<file path="src/rtl/acb_cfg.svh">
// Addresses, field positions, reset values and serial-port counts for the config bank.
// Assumes a 13-bit register address space carried in a 16-bit serial instruction.
`ifndef ACB_CFG_SVH
`define ACB_CFG_SVH
`define ACB_A_CHAN_SEL   13'h0005
`define ACB_A_PWR        13'h0008
`define ACB_A_ENH        13'h000C
`define ACB_A_OMODE      13'h0014
`define ACB_A_OADJ       13'h0015
`define ACB_A_SERCTL     13'h0021
`define ACB_A_CHST       13'h0022
`define ACB_A_XFER       13'h00FF
`define ACB_A_OVR        13'h0100
`define ACB_A_UIO2       13'h0101
`define ACB_A_UIO3       13'h0102
`define ACB_A_SYNC       13'h0109
`define ACB_M_CHAN_SEL   8'h3F
`define ACB_M_PWR        8'h23
`define ACB_M_ENH        8'h04
`define ACB_M_OMODE      8'h45
`define ACB_M_OADJ       8'h31
`define ACB_M_SERCTL     8'hF7
`define ACB_M_CHST       8'h03
`define ACB_M_OVR        8'h77
`define ACB_M_UIO2       8'h01
`define ACB_M_UIO3       8'h08
`define ACB_M_SYNC       8'h03
`define ACB_R_CHAN_SEL   8'h3F
`define ACB_R_ZERO       8'h00
`define ACB_R_OMODE      8'h01
`define ACB_R_SERCTL     8'h32
`define ACB_B_PIN_FN     5
`define ACB_B_CHOP       2
`define ACB_B_IEEE       6
`define ACB_B_INVERT     2
`define ACB_B_TWOS       0
`define ACB_B_TERM_HI    5
`define ACB_B_TERM_LO    4
`define ACB_B_DRIVE      0
`define ACB_B_XFER       0
`define ACB_B_CH_PD      0
`define ACB_B_CH_ORST    1
`define ACB_B_SYNC_EN    0
`define ACB_B_SYNC_NEXT  1
`define ACB_B_UIO2_PD    0
`define ACB_B_UIO3_VCM   3
`define ACB_B_CLK_CH_LO  4
`define ACB_B_RW         15
`define ACB_INSTR_LAST   4'hF
`define ACB_DATA_LAST    4'h7
`define ACB_CNT_ZERO     4'h0
`define ACB_CNT_ONE      4'h1
`endif

</file>
<file path="src/rtl/acb_pkg.sv">
// Types shared by the configuration register bank.
// Assumes acb_cfg.svh supplies the numeric constants.
package acb_pkg;
  typedef enum logic [1:0] {
    ACB_SP_IDLE  = 2'b00,
    ACB_SP_INSTR = 2'b01,
    ACB_SP_DATA  = 2'b11,
    ACB_SP_DONE  = 2'b10
  } acb_spi_e;
  typedef enum logic [1:0] {
    ACB_PM_NORMAL  = 2'b00,
    ACB_PM_PDOWN   = 2'b01,
    ACB_PM_STANDBY = 2'b10,
    ACB_PM_DRESET  = 2'b11
  } acb_pmode_e;
endpackage

</file>
<file path="src/rtl/acb_regbank.sv">
// Configuration register bank of a quad converter behind a three-wire serial port.
// Assumes serial pins are synchronous to i_clock and sampled well above the port rate.
`timescale 1ns/1ns
`include "acb_cfg.svh"
module acb_regbank #(
  parameter int NCH = 4
) (
  input  wire logic           i_clock,
  input  wire logic           i_rst,
  input  wire logic           i_spi_cs_n,
  input  wire logic           i_sclk,
  input  wire logic           i_sdio,
  input  wire logic           i_power_down_pin,
  input  wire logic           i_sync_event,
  output logic                o_sdio,
  output logic                o_sdio_oe,
  output logic [NCH-1:0]      o_chan_power_down,
  output logic [NCH-1:0]      o_chan_output_reset,
  output logic [1:0]          o_power_mode,
  output logic                o_datapath_clock_en,
  output logic                o_datapath_reset,
  output logic                o_outputs_enable,
  output logic                o_chop_en,
  output logic                o_lvds_ieee,
  output logic                o_output_invert,
  output logic                o_twos_complement,
  output logic [1:0]          o_termination,
  output logic                o_clock_drive_2x,
  output logic [7:0]          o_serial_output_control,
  output logic [7:0]          o_override_active,
  output logic                o_sdio_pull_down_dis,
  output logic                o_common_mode_reference_pd,
  output logic                o_sync_pulse
);

  acb_pkg::acb_spi_e st_q;
  logic              sclk_q;
  logic [3:0]        cnt_q;
  logic [15:0]       instr_q;
  logic [7:0]        shift_q;
  logic [12:0]       addr_q;
  logic              rd_q;
  logic [7:0]        chan_sel_q, pwr_q, enh_q, omode_q, oadj_q, serctl_q;
  logic [7:0]        ovr_shadow_q, ovr_active_q, uio2_q, uio3_q, sync_q;
  logic [7:0]        chst_q [NCH];
  logic              armed_q;

  // Serial edge detection and the write strobe for a completed data byte.
  wire        sclk_rise = i_sclk & ~sclk_q;
  wire        sclk_fall = ~i_sclk & sclk_q;
  wire        in_data   = (st_q == acb_pkg::ACB_SP_DATA);
  wire        byte_end  = sclk_rise & in_data & (cnt_q == `ACB_DATA_LAST);
  wire        wr_en     = byte_end & ~rd_q;
  wire [7:0]  wr_data   = {shift_q[6:0], i_sdio};
  wire [15:0] instr_nx  = {instr_q[14:0], i_sdio};
  wire        instr_end = sclk_rise & (st_q == acb_pkg::ACB_SP_INSTR) &
                          (cnt_q == `ACB_INSTR_LAST);

  // Address decode, one select per register.
  wire sel_chan = (addr_q == `ACB_A_CHAN_SEL);
  wire sel_pwr  = (addr_q == `ACB_A_PWR);
  wire sel_enh  = (addr_q == `ACB_A_ENH);
  wire sel_om   = (addr_q == `ACB_A_OMODE);
  wire sel_oa   = (addr_q == `ACB_A_OADJ);
  wire sel_ser  = (addr_q == `ACB_A_SERCTL);
  wire sel_chst = (addr_q == `ACB_A_CHST);
  wire sel_xfer = (addr_q == `ACB_A_XFER);
  wire sel_ovr  = (addr_q == `ACB_A_OVR);
  wire sel_uio2 = (addr_q == `ACB_A_UIO2);
  wire sel_uio3 = (addr_q == `ACB_A_UIO3);
  wire sel_sync = (addr_q == `ACB_A_SYNC);
  wire xfer_go  = wr_en & sel_xfer & wr_data[`ACB_B_XFER];

  // Channel status reads back the OR of all selected channels; none selected reads zero.
  logic [7:0] chst_acc [NCH+1];
  assign chst_acc[0] = `ACB_R_ZERO;

  // Per-channel status storage and its drive of the channel outputs.
  genvar ch;
  generate
    for (ch = 0; ch < NCH; ch++) begin : g_ch
      assign chst_acc[ch+1] = chst_acc[ch] | (chan_sel_q[ch] ? chst_q[ch] : `ACB_R_ZERO);
      always_ff @(posedge i_clock or posedge i_rst) begin
        if (i_rst) begin
          chst_q[ch]              <= `ACB_R_ZERO;
          o_chan_power_down[ch]   <= 1'b0;
          o_chan_output_reset[ch] <= 1'b0;
        end else begin
          if (wr_en && sel_chst && chan_sel_q[ch]) begin
            chst_q[ch] <= wr_data & `ACB_M_CHST;
          end
          o_chan_power_down[ch]   <= chst_q[ch][`ACB_B_CH_PD];
          o_chan_output_reset[ch] <= chst_q[ch][`ACB_B_CH_ORST];
        end
      end
    end
  endgenerate

  // Serial port engine. Only i_rst reaches it, so no power mode can lock the host out.
  always_ff @(posedge i_clock or posedge i_rst) begin
    if (i_rst) begin
      st_q      <= acb_pkg::ACB_SP_IDLE;
      sclk_q    <= 1'b0;
      cnt_q     <= `ACB_CNT_ZERO;
      instr_q   <= 16'h0000;
      shift_q   <= `ACB_R_ZERO;
      addr_q    <= 13'h0000;
      rd_q      <= 1'b0;
      o_sdio    <= 1'b0;
      o_sdio_oe <= 1'b0;
    end else begin
      sclk_q <= i_sclk;
      if (i_spi_cs_n) begin
        st_q      <= acb_pkg::ACB_SP_INSTR;
        cnt_q     <= `ACB_CNT_ZERO;
        o_sdio_oe <= 1'b0;
      end else begin
        case (st_q)
          acb_pkg::ACB_SP_INSTR: begin
            if (sclk_rise) begin
              instr_q <= instr_nx;
              cnt_q   <= cnt_q + `ACB_CNT_ONE;
            end
            if (instr_end) begin
              st_q   <= acb_pkg::ACB_SP_DATA;
              addr_q <= instr_nx[12:0];
              rd_q   <= instr_nx[`ACB_B_RW];
            end
          end
          acb_pkg::ACB_SP_DATA: begin
            if (sclk_rise && !rd_q) begin
              shift_q <= wr_data;
            end
            if (sclk_fall && rd_q) begin
              o_sdio    <= shift_q[7];
              o_sdio_oe <= 1'b1;
              shift_q   <= {shift_q[6:0], 1'b0};
            end
            if (sclk_rise) begin
              cnt_q <= cnt_q + `ACB_CNT_ONE;
            end
            if (byte_end) begin
              st_q <= acb_pkg::ACB_SP_DONE;
            end
          end
          acb_pkg::ACB_SP_DONE: begin
            st_q <= acb_pkg::ACB_SP_DONE;
          end
          default: begin
            st_q <= acb_pkg::ACB_SP_INSTR;
          end
        endcase
        if (instr_end && instr_nx[`ACB_B_RW]) begin
          shift_q <= rd_data_at(instr_nx[12:0]);
        end
      end
    end
  end

  // Read data must be taken from the address just shifted in, not the stale one.
  // The transfer strobe and unmapped addresses read as zero.
  function automatic logic [7:0] rd_data_at(input logic [12:0] a);
    rd_data_at = (a == `ACB_A_CHAN_SEL) ? chan_sel_q : (a == `ACB_A_PWR) ? pwr_q :
                 (a == `ACB_A_ENH) ? enh_q : (a == `ACB_A_OMODE) ? omode_q :
                 (a == `ACB_A_OADJ) ? oadj_q : (a == `ACB_A_SERCTL) ? serctl_q :
                 (a == `ACB_A_CHST) ? chst_acc[NCH] : (a == `ACB_A_OVR) ? ovr_shadow_q :
                 (a == `ACB_A_UIO2) ? uio2_q : (a == `ACB_A_UIO3) ? uio3_q :
                 (a == `ACB_A_SYNC) ? sync_q : `ACB_R_ZERO;
  endfunction

  // Configuration storage; global registers ignore the channel selection.
  always_ff @(posedge i_clock or posedge i_rst) begin
    if (i_rst) begin
      chan_sel_q   <= `ACB_R_CHAN_SEL;
      pwr_q        <= `ACB_R_ZERO;
      enh_q        <= `ACB_R_ZERO;
      omode_q      <= `ACB_R_OMODE;
      oadj_q       <= `ACB_R_ZERO;
      serctl_q     <= `ACB_R_SERCTL;
      ovr_shadow_q <= `ACB_R_ZERO;
      ovr_active_q <= `ACB_R_ZERO;
      uio2_q       <= `ACB_R_ZERO;
      uio3_q       <= `ACB_R_ZERO;
      sync_q       <= `ACB_R_ZERO;
    end else if (wr_en) begin
      if (sel_chan) chan_sel_q <= wr_data & `ACB_M_CHAN_SEL;
      if (sel_pwr) pwr_q <= wr_data & `ACB_M_PWR;
      if (sel_enh) enh_q <= wr_data & `ACB_M_ENH;
      if (sel_om) omode_q <= wr_data & `ACB_M_OMODE;
      if (sel_oa) oadj_q <= wr_data & `ACB_M_OADJ;
      if (sel_ser) serctl_q <= wr_data & `ACB_M_SERCTL;
      if (sel_ovr) ovr_shadow_q <= wr_data & `ACB_M_OVR;
      if (xfer_go) ovr_active_q <= ovr_shadow_q;
      if (sel_uio2) uio2_q <= wr_data & `ACB_M_UIO2;
      if (sel_uio3) uio3_q <= wr_data & `ACB_M_UIO3;
      if (sel_sync) sync_q <= wr_data & `ACB_M_SYNC;
    end
  end

  // The asserted pin overrides the field, choosing power-down or standby.
  wire [1:0] eff_mode = !i_power_down_pin ? pwr_q[1:0] :
                        pwr_q[`ACB_B_PIN_FN] ? acb_pkg::ACB_PM_PDOWN :
                        acb_pkg::ACB_PM_STANDBY;
  wire clk_en_d = (eff_mode == acb_pkg::ACB_PM_NORMAL) ||
                  (eff_mode == acb_pkg::ACB_PM_DRESET);
  wire dp_rst_d = (eff_mode == acb_pkg::ACB_PM_PDOWN) ||
                  (eff_mode == acb_pkg::ACB_PM_DRESET);
  wire out_en_d = (eff_mode == acb_pkg::ACB_PM_NORMAL);

  // Sync gating: in next-only mode a single event is passed until the register is rewritten.
  wire sync_ok = sync_q[`ACB_B_SYNC_EN] & i_sync_event &
                 (~sync_q[`ACB_B_SYNC_NEXT] | armed_q);

  // Registered outputs so every control leaves the block straight from a flip-flop.
  always_ff @(posedge i_clock or posedge i_rst) begin
    if (i_rst) begin
      o_power_mode               <= acb_pkg::ACB_PM_NORMAL;
      o_datapath_clock_en        <= 1'b1;
      o_datapath_reset           <= 1'b0;
      o_outputs_enable           <= 1'b1;
      o_chop_en                  <= 1'b0;
      o_lvds_ieee                <= 1'b0;
      o_output_invert            <= 1'b0;
      o_twos_complement          <= 1'b1;
      o_termination              <= 2'b00;
      o_clock_drive_2x           <= 1'b0;
      o_serial_output_control    <= `ACB_R_SERCTL;
      o_override_active          <= `ACB_R_ZERO;
      o_sdio_pull_down_dis       <= 1'b0;
      o_common_mode_reference_pd <= 1'b0;
      o_sync_pulse               <= 1'b0;
      armed_q                    <= 1'b1;
    end else begin
      o_power_mode               <= eff_mode;
      o_datapath_clock_en        <= clk_en_d;
      o_datapath_reset           <= dp_rst_d;
      o_outputs_enable           <= out_en_d;
      o_chop_en                  <= enh_q[`ACB_B_CHOP];
      o_lvds_ieee                <= omode_q[`ACB_B_IEEE];
      o_output_invert            <= omode_q[`ACB_B_INVERT];
      o_twos_complement          <= omode_q[`ACB_B_TWOS];
      o_termination              <= oadj_q[`ACB_B_TERM_HI:`ACB_B_TERM_LO];
      o_clock_drive_2x           <= oadj_q[`ACB_B_DRIVE] & (|chan_sel_q[7:`ACB_B_CLK_CH_LO]);
      o_serial_output_control    <= serctl_q;
      o_override_active          <= ovr_active_q;
      o_sdio_pull_down_dis       <= uio2_q[`ACB_B_UIO2_PD];
      o_common_mode_reference_pd <= uio3_q[`ACB_B_UIO3_VCM];
      o_sync_pulse               <= sync_ok;
      if (wr_en && sel_sync) armed_q <= 1'b1; // A rewrite re-arms and beats a same-cycle use.
      else if (sync_ok && sync_q[`ACB_B_SYNC_NEXT]) armed_q <= 1'b0;
    end
  end

  // Checks on the behaviour of the bank.
  imm_write_a: assert property (@(posedge i_clock) disable iff (i_rst)
    (wr_en && sel_om) |=> (omode_q == ($past(wr_data) & `ACB_M_OMODE)))
    else $error("output mode write did not apply at once");
  ovr_hold_a: assert property (@(posedge i_clock) disable iff (i_rst)
    (wr_en && sel_ovr) |=> $stable(ovr_active_q))
    else $error("override went active without transfer");
  ovr_commit_a: assert property (@(posedge i_clock) disable iff (i_rst)
    xfer_go |=> (ovr_active_q == $past(ovr_shadow_q)) ##1 (o_override_active == ovr_active_q))
    else $error("transfer did not commit override");
  chan_mask_a: assert property (@(posedge i_clock) disable iff (i_rst)
    (wr_en && sel_chst && !chan_sel_q[0]) |=> $stable(chst_q[0]))
    else $error("unselected channel status changed");
  pin_pdown_a: assert property (@(posedge i_clock) disable iff (i_rst)
    (i_power_down_pin && pwr_q[`ACB_B_PIN_FN]) |=> (o_datapath_reset && !o_datapath_clock_en))
    else $error("pin did not enter power-down");
  pin_standby_a: assert property (@(posedge i_clock) disable iff (i_rst)
    (i_power_down_pin && !pwr_q[`ACB_B_PIN_FN]) |=>
    (!o_datapath_reset && !o_datapath_clock_en && !o_outputs_enable))
    else $error("pin did not enter standby");
  normal_run_a: assert property (@(posedge i_clock) disable iff (i_rst)
    (!i_power_down_pin && pwr_q[1:0] == 2'b00) |=> (o_outputs_enable && o_datapath_clock_en))
    else $error("normal mode not running");
  dig_reset_a: assert property (@(posedge i_clock) disable iff (i_rst)
    (!i_power_down_pin && pwr_q[1:0] == 2'b11) |=> (o_datapath_reset && !o_outputs_enable))
    else $error("digital reset not applied");
  port_alive_a: assert property (@(posedge i_clock) disable iff (i_rst)
    (i_spi_cs_n && o_datapath_reset) |=> (st_q == acb_pkg::ACB_SP_INSTR))
    else $error("serial port not ready in reset mode");
  chop_follow_a: assert property (@(posedge i_clock) disable iff (i_rst)
    (wr_en && sel_enh) |-> ##2 (o_chop_en == $past(wr_data[`ACB_B_CHOP], 2)))
    else $error("chop enable mismatch");
  invert_fmt_a: assert property (@(posedge i_clock) disable iff (i_rst)
    (wr_en && sel_om) |-> ##2 ((o_output_invert == $past(wr_data[`ACB_B_INVERT], 2)) &&
    (o_twos_complement == $past(wr_data[`ACB_B_TWOS], 2)) &&
    (o_lvds_ieee == $past(wr_data[`ACB_B_IEEE], 2))))
    else $error("output mode bits mismatch");
  term_sel_a: assert property (@(posedge i_clock) disable iff (i_rst)
    (wr_en && sel_oa) |-> ##2
    (o_termination == $past(wr_data[`ACB_B_TERM_HI:`ACB_B_TERM_LO], 2)))
    else $error("termination select mismatch");
  sync_once_a: assert property (@(posedge i_clock) disable iff (i_rst)
    (sync_ok && sync_q[`ACB_B_SYNC_NEXT] && !(wr_en && sel_sync)) |=> !sync_ok)
    else $error("second sync honoured in next-only mode");

endmodule

</file>
<file path="config.mk">
export PLATFORM = sky130hd
export DESIGN_NAME = acb_regbank
export DESIGN_NICKNAME = d
export VERILOG_FILES = /design/src/rtl/acb_pkg.sv /design/src/rtl/acb_regbank.sv
export VERILOG_INCLUDE_DIRS = /design/src /design/src/rtl
export SDC_FILE = /design/constraint.sdc
export NUM_CORES = 1
export LEC_CHECK = 0
export BUFFER_PORTS_ARGS = -buffer_cell sky130_fd_sc_hd__buf_4
export CAP_MARGIN = 20
export CORE_ASPECT_RATIO = 0.7
export CORE_MARGIN = 2
export CORE_UTILIZATION = 45
export DETAILED_ROUTE_END_ITERATION = 16
export PLACE_DENSITY_LB_ADDON = 0.05
export SLEW_MARGIN = 30
export SYNTH_ARGS = -nofsm -noshare
export SYNTH_HDL_FRONTEND = slang
export SYNTH_SLANG_ARGS = --single-unit
</file>
<file path="constraint.sdc">
create_clock -name i_clock -period 3.45 [get_ports i_clock]
set_input_delay 0.345 -clock i_clock [delete_from_list [all_inputs] [get_ports i_clock]]
set_output_delay 0.345 -clock i_clock [all_outputs]
set_load 0.05 [all_outputs]
</file>
==> results.md <==
Run status:
- The flow ran to the end, and the final reports show no timing, DRC or antenna violations.

Clocking:
- The number of buffers added for setup after CTS is 0.
- The number of H-tree levels is 4.
- The longest clock path from root to sink contains 2 buffers.
- Post-CTS repair changed the size of 0 cells.
- Buffers inserted during clock tree synthesis total 17.
- The clock insertion delay at the later pin of the skew report is 0.42 ns.
- CTS placed an instance of sky130_fd_sc_hd__clkbuf_16 at the clock tree root.
- Hold repair after CTS inserted 0 buffers.
- The clock net sink count is 129.
- The CTS tree is done.
- Clock-pin slew was measured on the worst setup and hold paths at 0.06 ns.

STA:
- Between clock sinks in the finished design, the worst skew comes to 0.00774 ns.
- The sum of negative setup slack is 0 ns.
- The worst max-slew margin expressed relative to the limit is 51.2%.
- For the pin with the worst max-slew slack, the measured transition is 0.730 ns.
- The highest attainable clock frequency is 389 MHz.
- Setup violations remaining at the end of the flow were counted as 0.
- The share of the clock period used by the worst path after layout is 74.4%.
- Across all hold checks on the routed design, the worst slack comes to 0.00453 ns.
- Counting I/O delays and the setup requirement, the final critical path takes 2.57 ns.
- Setup repair after global routing left no endpoint under its margin.
- The max-slew violation total from the final report is 0.
- The final hold violation count was 0.

Cells and area:
- Relative to the synthesized area, the layout overhead comes to 19.8%.
- The area used by sequential logic in the layout is 3250 sq um.
- The final-stage net count is 527.
- The post-layout utilization of the core is 55.9%.
- In the layout the commonest cells are 112 x sky130_fd_sc_hd__dfrtp_1, 63 x sky130_fd_sc_hd__nand2_1, 58 x sky130_fd_sc_hd__mux2_2.
- Counting the fill cells in the layout gives 980.
- The final instance count without filler cells is 688.
- The number of diodes added for antenna fixing is 0.
- The area used by multi-input combinational logic is 2100 sq um.
- The most common cell after layout, fill and taps aside is sky130_fd_sc_hd__dfrtp_1.
- In the final layout, the share of cells above drive strength 1 is 32.4%.

Synthesis:
- The number of synthesized flops with an enable pin is 0.
- The synthesized design spends more area on one cell type than any other, namely sky130_fd_sc_hd__dfrtp_1.
- The number of synthesized register bits is 129.
- Sorting the synthesized cells by area gives the leading types as sky130_fd_sc_hd__dfrtp_1 51%, sky130_fd_sc_hd__mux2_2 12%, sky130_fd_sc_hd__dfstp_2 8.1%, sky130_fd_sc_hd__nand2_1 4.3%, sky130_fd_sc_hd__o21ai_0 1.5%.
- The number of warning messages in the yosys log is 0.
- Among all flip-flop cells after synthesis, the most frequent one is sky130_fd_sc_hd__dfrtp_1.
- The area of the mapped netlist is 5530 sq um.
- The area fraction of the dominant cell type after synthesis is 50.7%.
- Synthesis produced 471 cells.
- After synthesis, the share of flip-flops with an asynchronous set or reset is 100%.
- Synthesis instantiated 63 different standard cells from the library.
- The average cell area after synthesis is 11.7 sq um.
- Sequential elements use 58.8% of the synthesized area.

Routing:
- The first-pass detailed-route iteration total is 4.
- The detailed router placed 3756 vias in this run.
- The DRC marker count from the first detailed-route iteration is 275.
- After detailed routing, the number of vias per cell comes to 5.46.
- The number of DRC violations after detailed routing is 0.
- Dividing the detail-routed wire length by the instance count gives 18.7 um.
- The final layout contains routed wiring with a total length of 12.9 mm.
- The detail route stage leaves a number of antenna-violating nets equal to 0.

Floorplan:
- The floorplan row count is 33.
- The horizontal extent of the die is 136 um.
- In this run the count of I/O pins placed on the die edge is 48.
- The die outline height is 96.7 um.
- The area of the core is 11900 sq um.
- For this configuration, the core starts out at a cell density of 46.7%.
- The floorplan step defined a die boundary enclosing 13200 sq um.

GRT:
- The first global-routing pass estimated 21.1 mm of wire.
- Global routing consumed, on the met3 layer, 4.87% of the routing resources.
- The aggregate global-route resource usage is 21.4%.
- The pin count of the biggest net entering global routing is 70.
- The initial antenna violation count came to 0.
- The met2 demand-to-capacity share in global routing is 29.2%.
- Global routing used 32.8% of the available met1 tracks.
- The total overflow reported by the global router is 0.
- The most heavily used metal layer in global routing is met1.
- The via count of the first global-routing pass came to 3701.

Worst setup path:
- STA puts the critical path data required time at 3.79 ns.
- The critical path class is flop to flop.
- The critical path arrival is 2.91 ns.
- The signal on the critical path passes through ha_1 -> nand4b_1 -> nor4_2 -> nand2_1 -> nor3_2 -> nor4b_4 -> mux2_2.
- In this design, the stage delay of the slowest critical-path cell is 0.50 ns.
- The slowest stage of the critical path is the sky130_fd_sc_hd__nor4b_4 cell.
- The kind of capture point of the worst setup path is a flop.
- In this run the worst path has a maximum fanout of 6.
- The kind of start point of the critical path is a flop.

Placed design:
- After legalization and detailed placement, the total HPWL measured 8.98 mm.
- The congestion estimate from routability-driven global placement came to 0.920.
- During placement, the flow inserted port buffers numbering 44.
- The total instance count after detailed placement is 656.

Worst hold path:
- The worst hold-check path type is input pin to async pin.

Pwr:
- The power per unit of standard cell area is 582 nW/um^2.
- The analysis attributes to cell leakage a power of 3.15 nW.
- The peak supply drop is 370 uV.
- The total power after layout is 3.86 mW.

Job:
- Across the run, the number of max-cap violations was 0.
metrics by stage:
| stage | instance area (sq um) | worst slack (ns) |
|---|---|---|
| after floorplan | 5540 | 1.32 |
| after CTS | 6630 | 0.848 |
| after global placement | 6020 | 0.912 |
| final | 6630 | 0.882 |
| after global routing | 6630 | 0.647 |
| after detailed placement | 6020 | 0.863 |
metal layers:
metal  share of wire (%)  vias to the layer above
li1                    -                     1763
met2                  44                      119
met1                  49                     1862
met5                   0                        -
met4                 1.3                        0
met3                 5.7                       12
where the power goes:
part           internal, mW  leakage, nW  switching (mW)
Combinational         0.121         1.15           0.245
Clock                  1.15        0.285           0.708
Sequential             1.55         1.72          0.0799
registers in the layout, summed over array words and instances, names as in the netlist, 7 cells and up:
register / cells
addr_q: 13
chst_q: 8
instr_q: 15
o_serial_output_control: 7
serctl_q: 7
shift_q: 8
final timing paths:
path | start | to | slack, ns | cells after the start
min in group i_clock | i_sclk | sclk_q$_DFF_PP0_ | 0.06 | 1
setup / recovery | cnt_q[0]$_DFFE_PP0P_ | chan_sel_q[2]$_DFFE_PP1P_ | 0.88 | 7
setup reg to reg | cnt_q[0]$_DFFE_PP0P_ | chan_sel_q[2]$_DFFE_PP1P_ | 0.88 | 7
max in group asynchronous | i_rst | chan_sel_q[0]$_DFFE_PP1P_ | 2.59 | 3
hold reg to reg | serctl_q[1]$_DFFE_PP1P_ | o_serial_output_control[1]$_DFF_PP1_ | 0.37 | 0
hold / removal | i_rst | cnt_q[2]$_DFFE_PP0P_ | 0.005 | 2
worst max-delay path: cells and delay by family, from the launching register on:
kind,cells,cell delay [ns]
AND/OR/NAND/NOR,5,1.54
flip-flops,1,0.39
multiplexers,1,0.39
adder cells (fa/ha/maj),1,0.18
synth_stat cells, drive strengths merged (9+ instances only):
master  count
dfrtp     112
mux2       63
nand2      63
inv        22
nor2       21
dfstp      17
o21ai      17
clkbuf     15
a21oi      12
nand3      10
nor4       10
buf         9
cell families after synthesis:
kind of cell,Yosys count,share of synthesized area (%)
adders and majority gates,2,0.453
other,1,0.0678
and+or+nand+nor,160,15.5
muxes,65,13.2
AOI/OAI and AO/OA,65,8.06
buffers and inverters,46,3.46
xor gates and xnor gates,3,0.475
DFF,129,58.8
layout make-up:
cell class / instances / share of cell area [%]
sequential: 129 / 49.0
inverter: 22 / 1.30
tap: 157 / 2.96
clock inverter: 14 / 2.74
multi-input combinational: 298 / 31.6
clock buffer: 18 / 6.48
timing repair buffer: 50 / 5.85
Power figures use the tool's default switching activity.
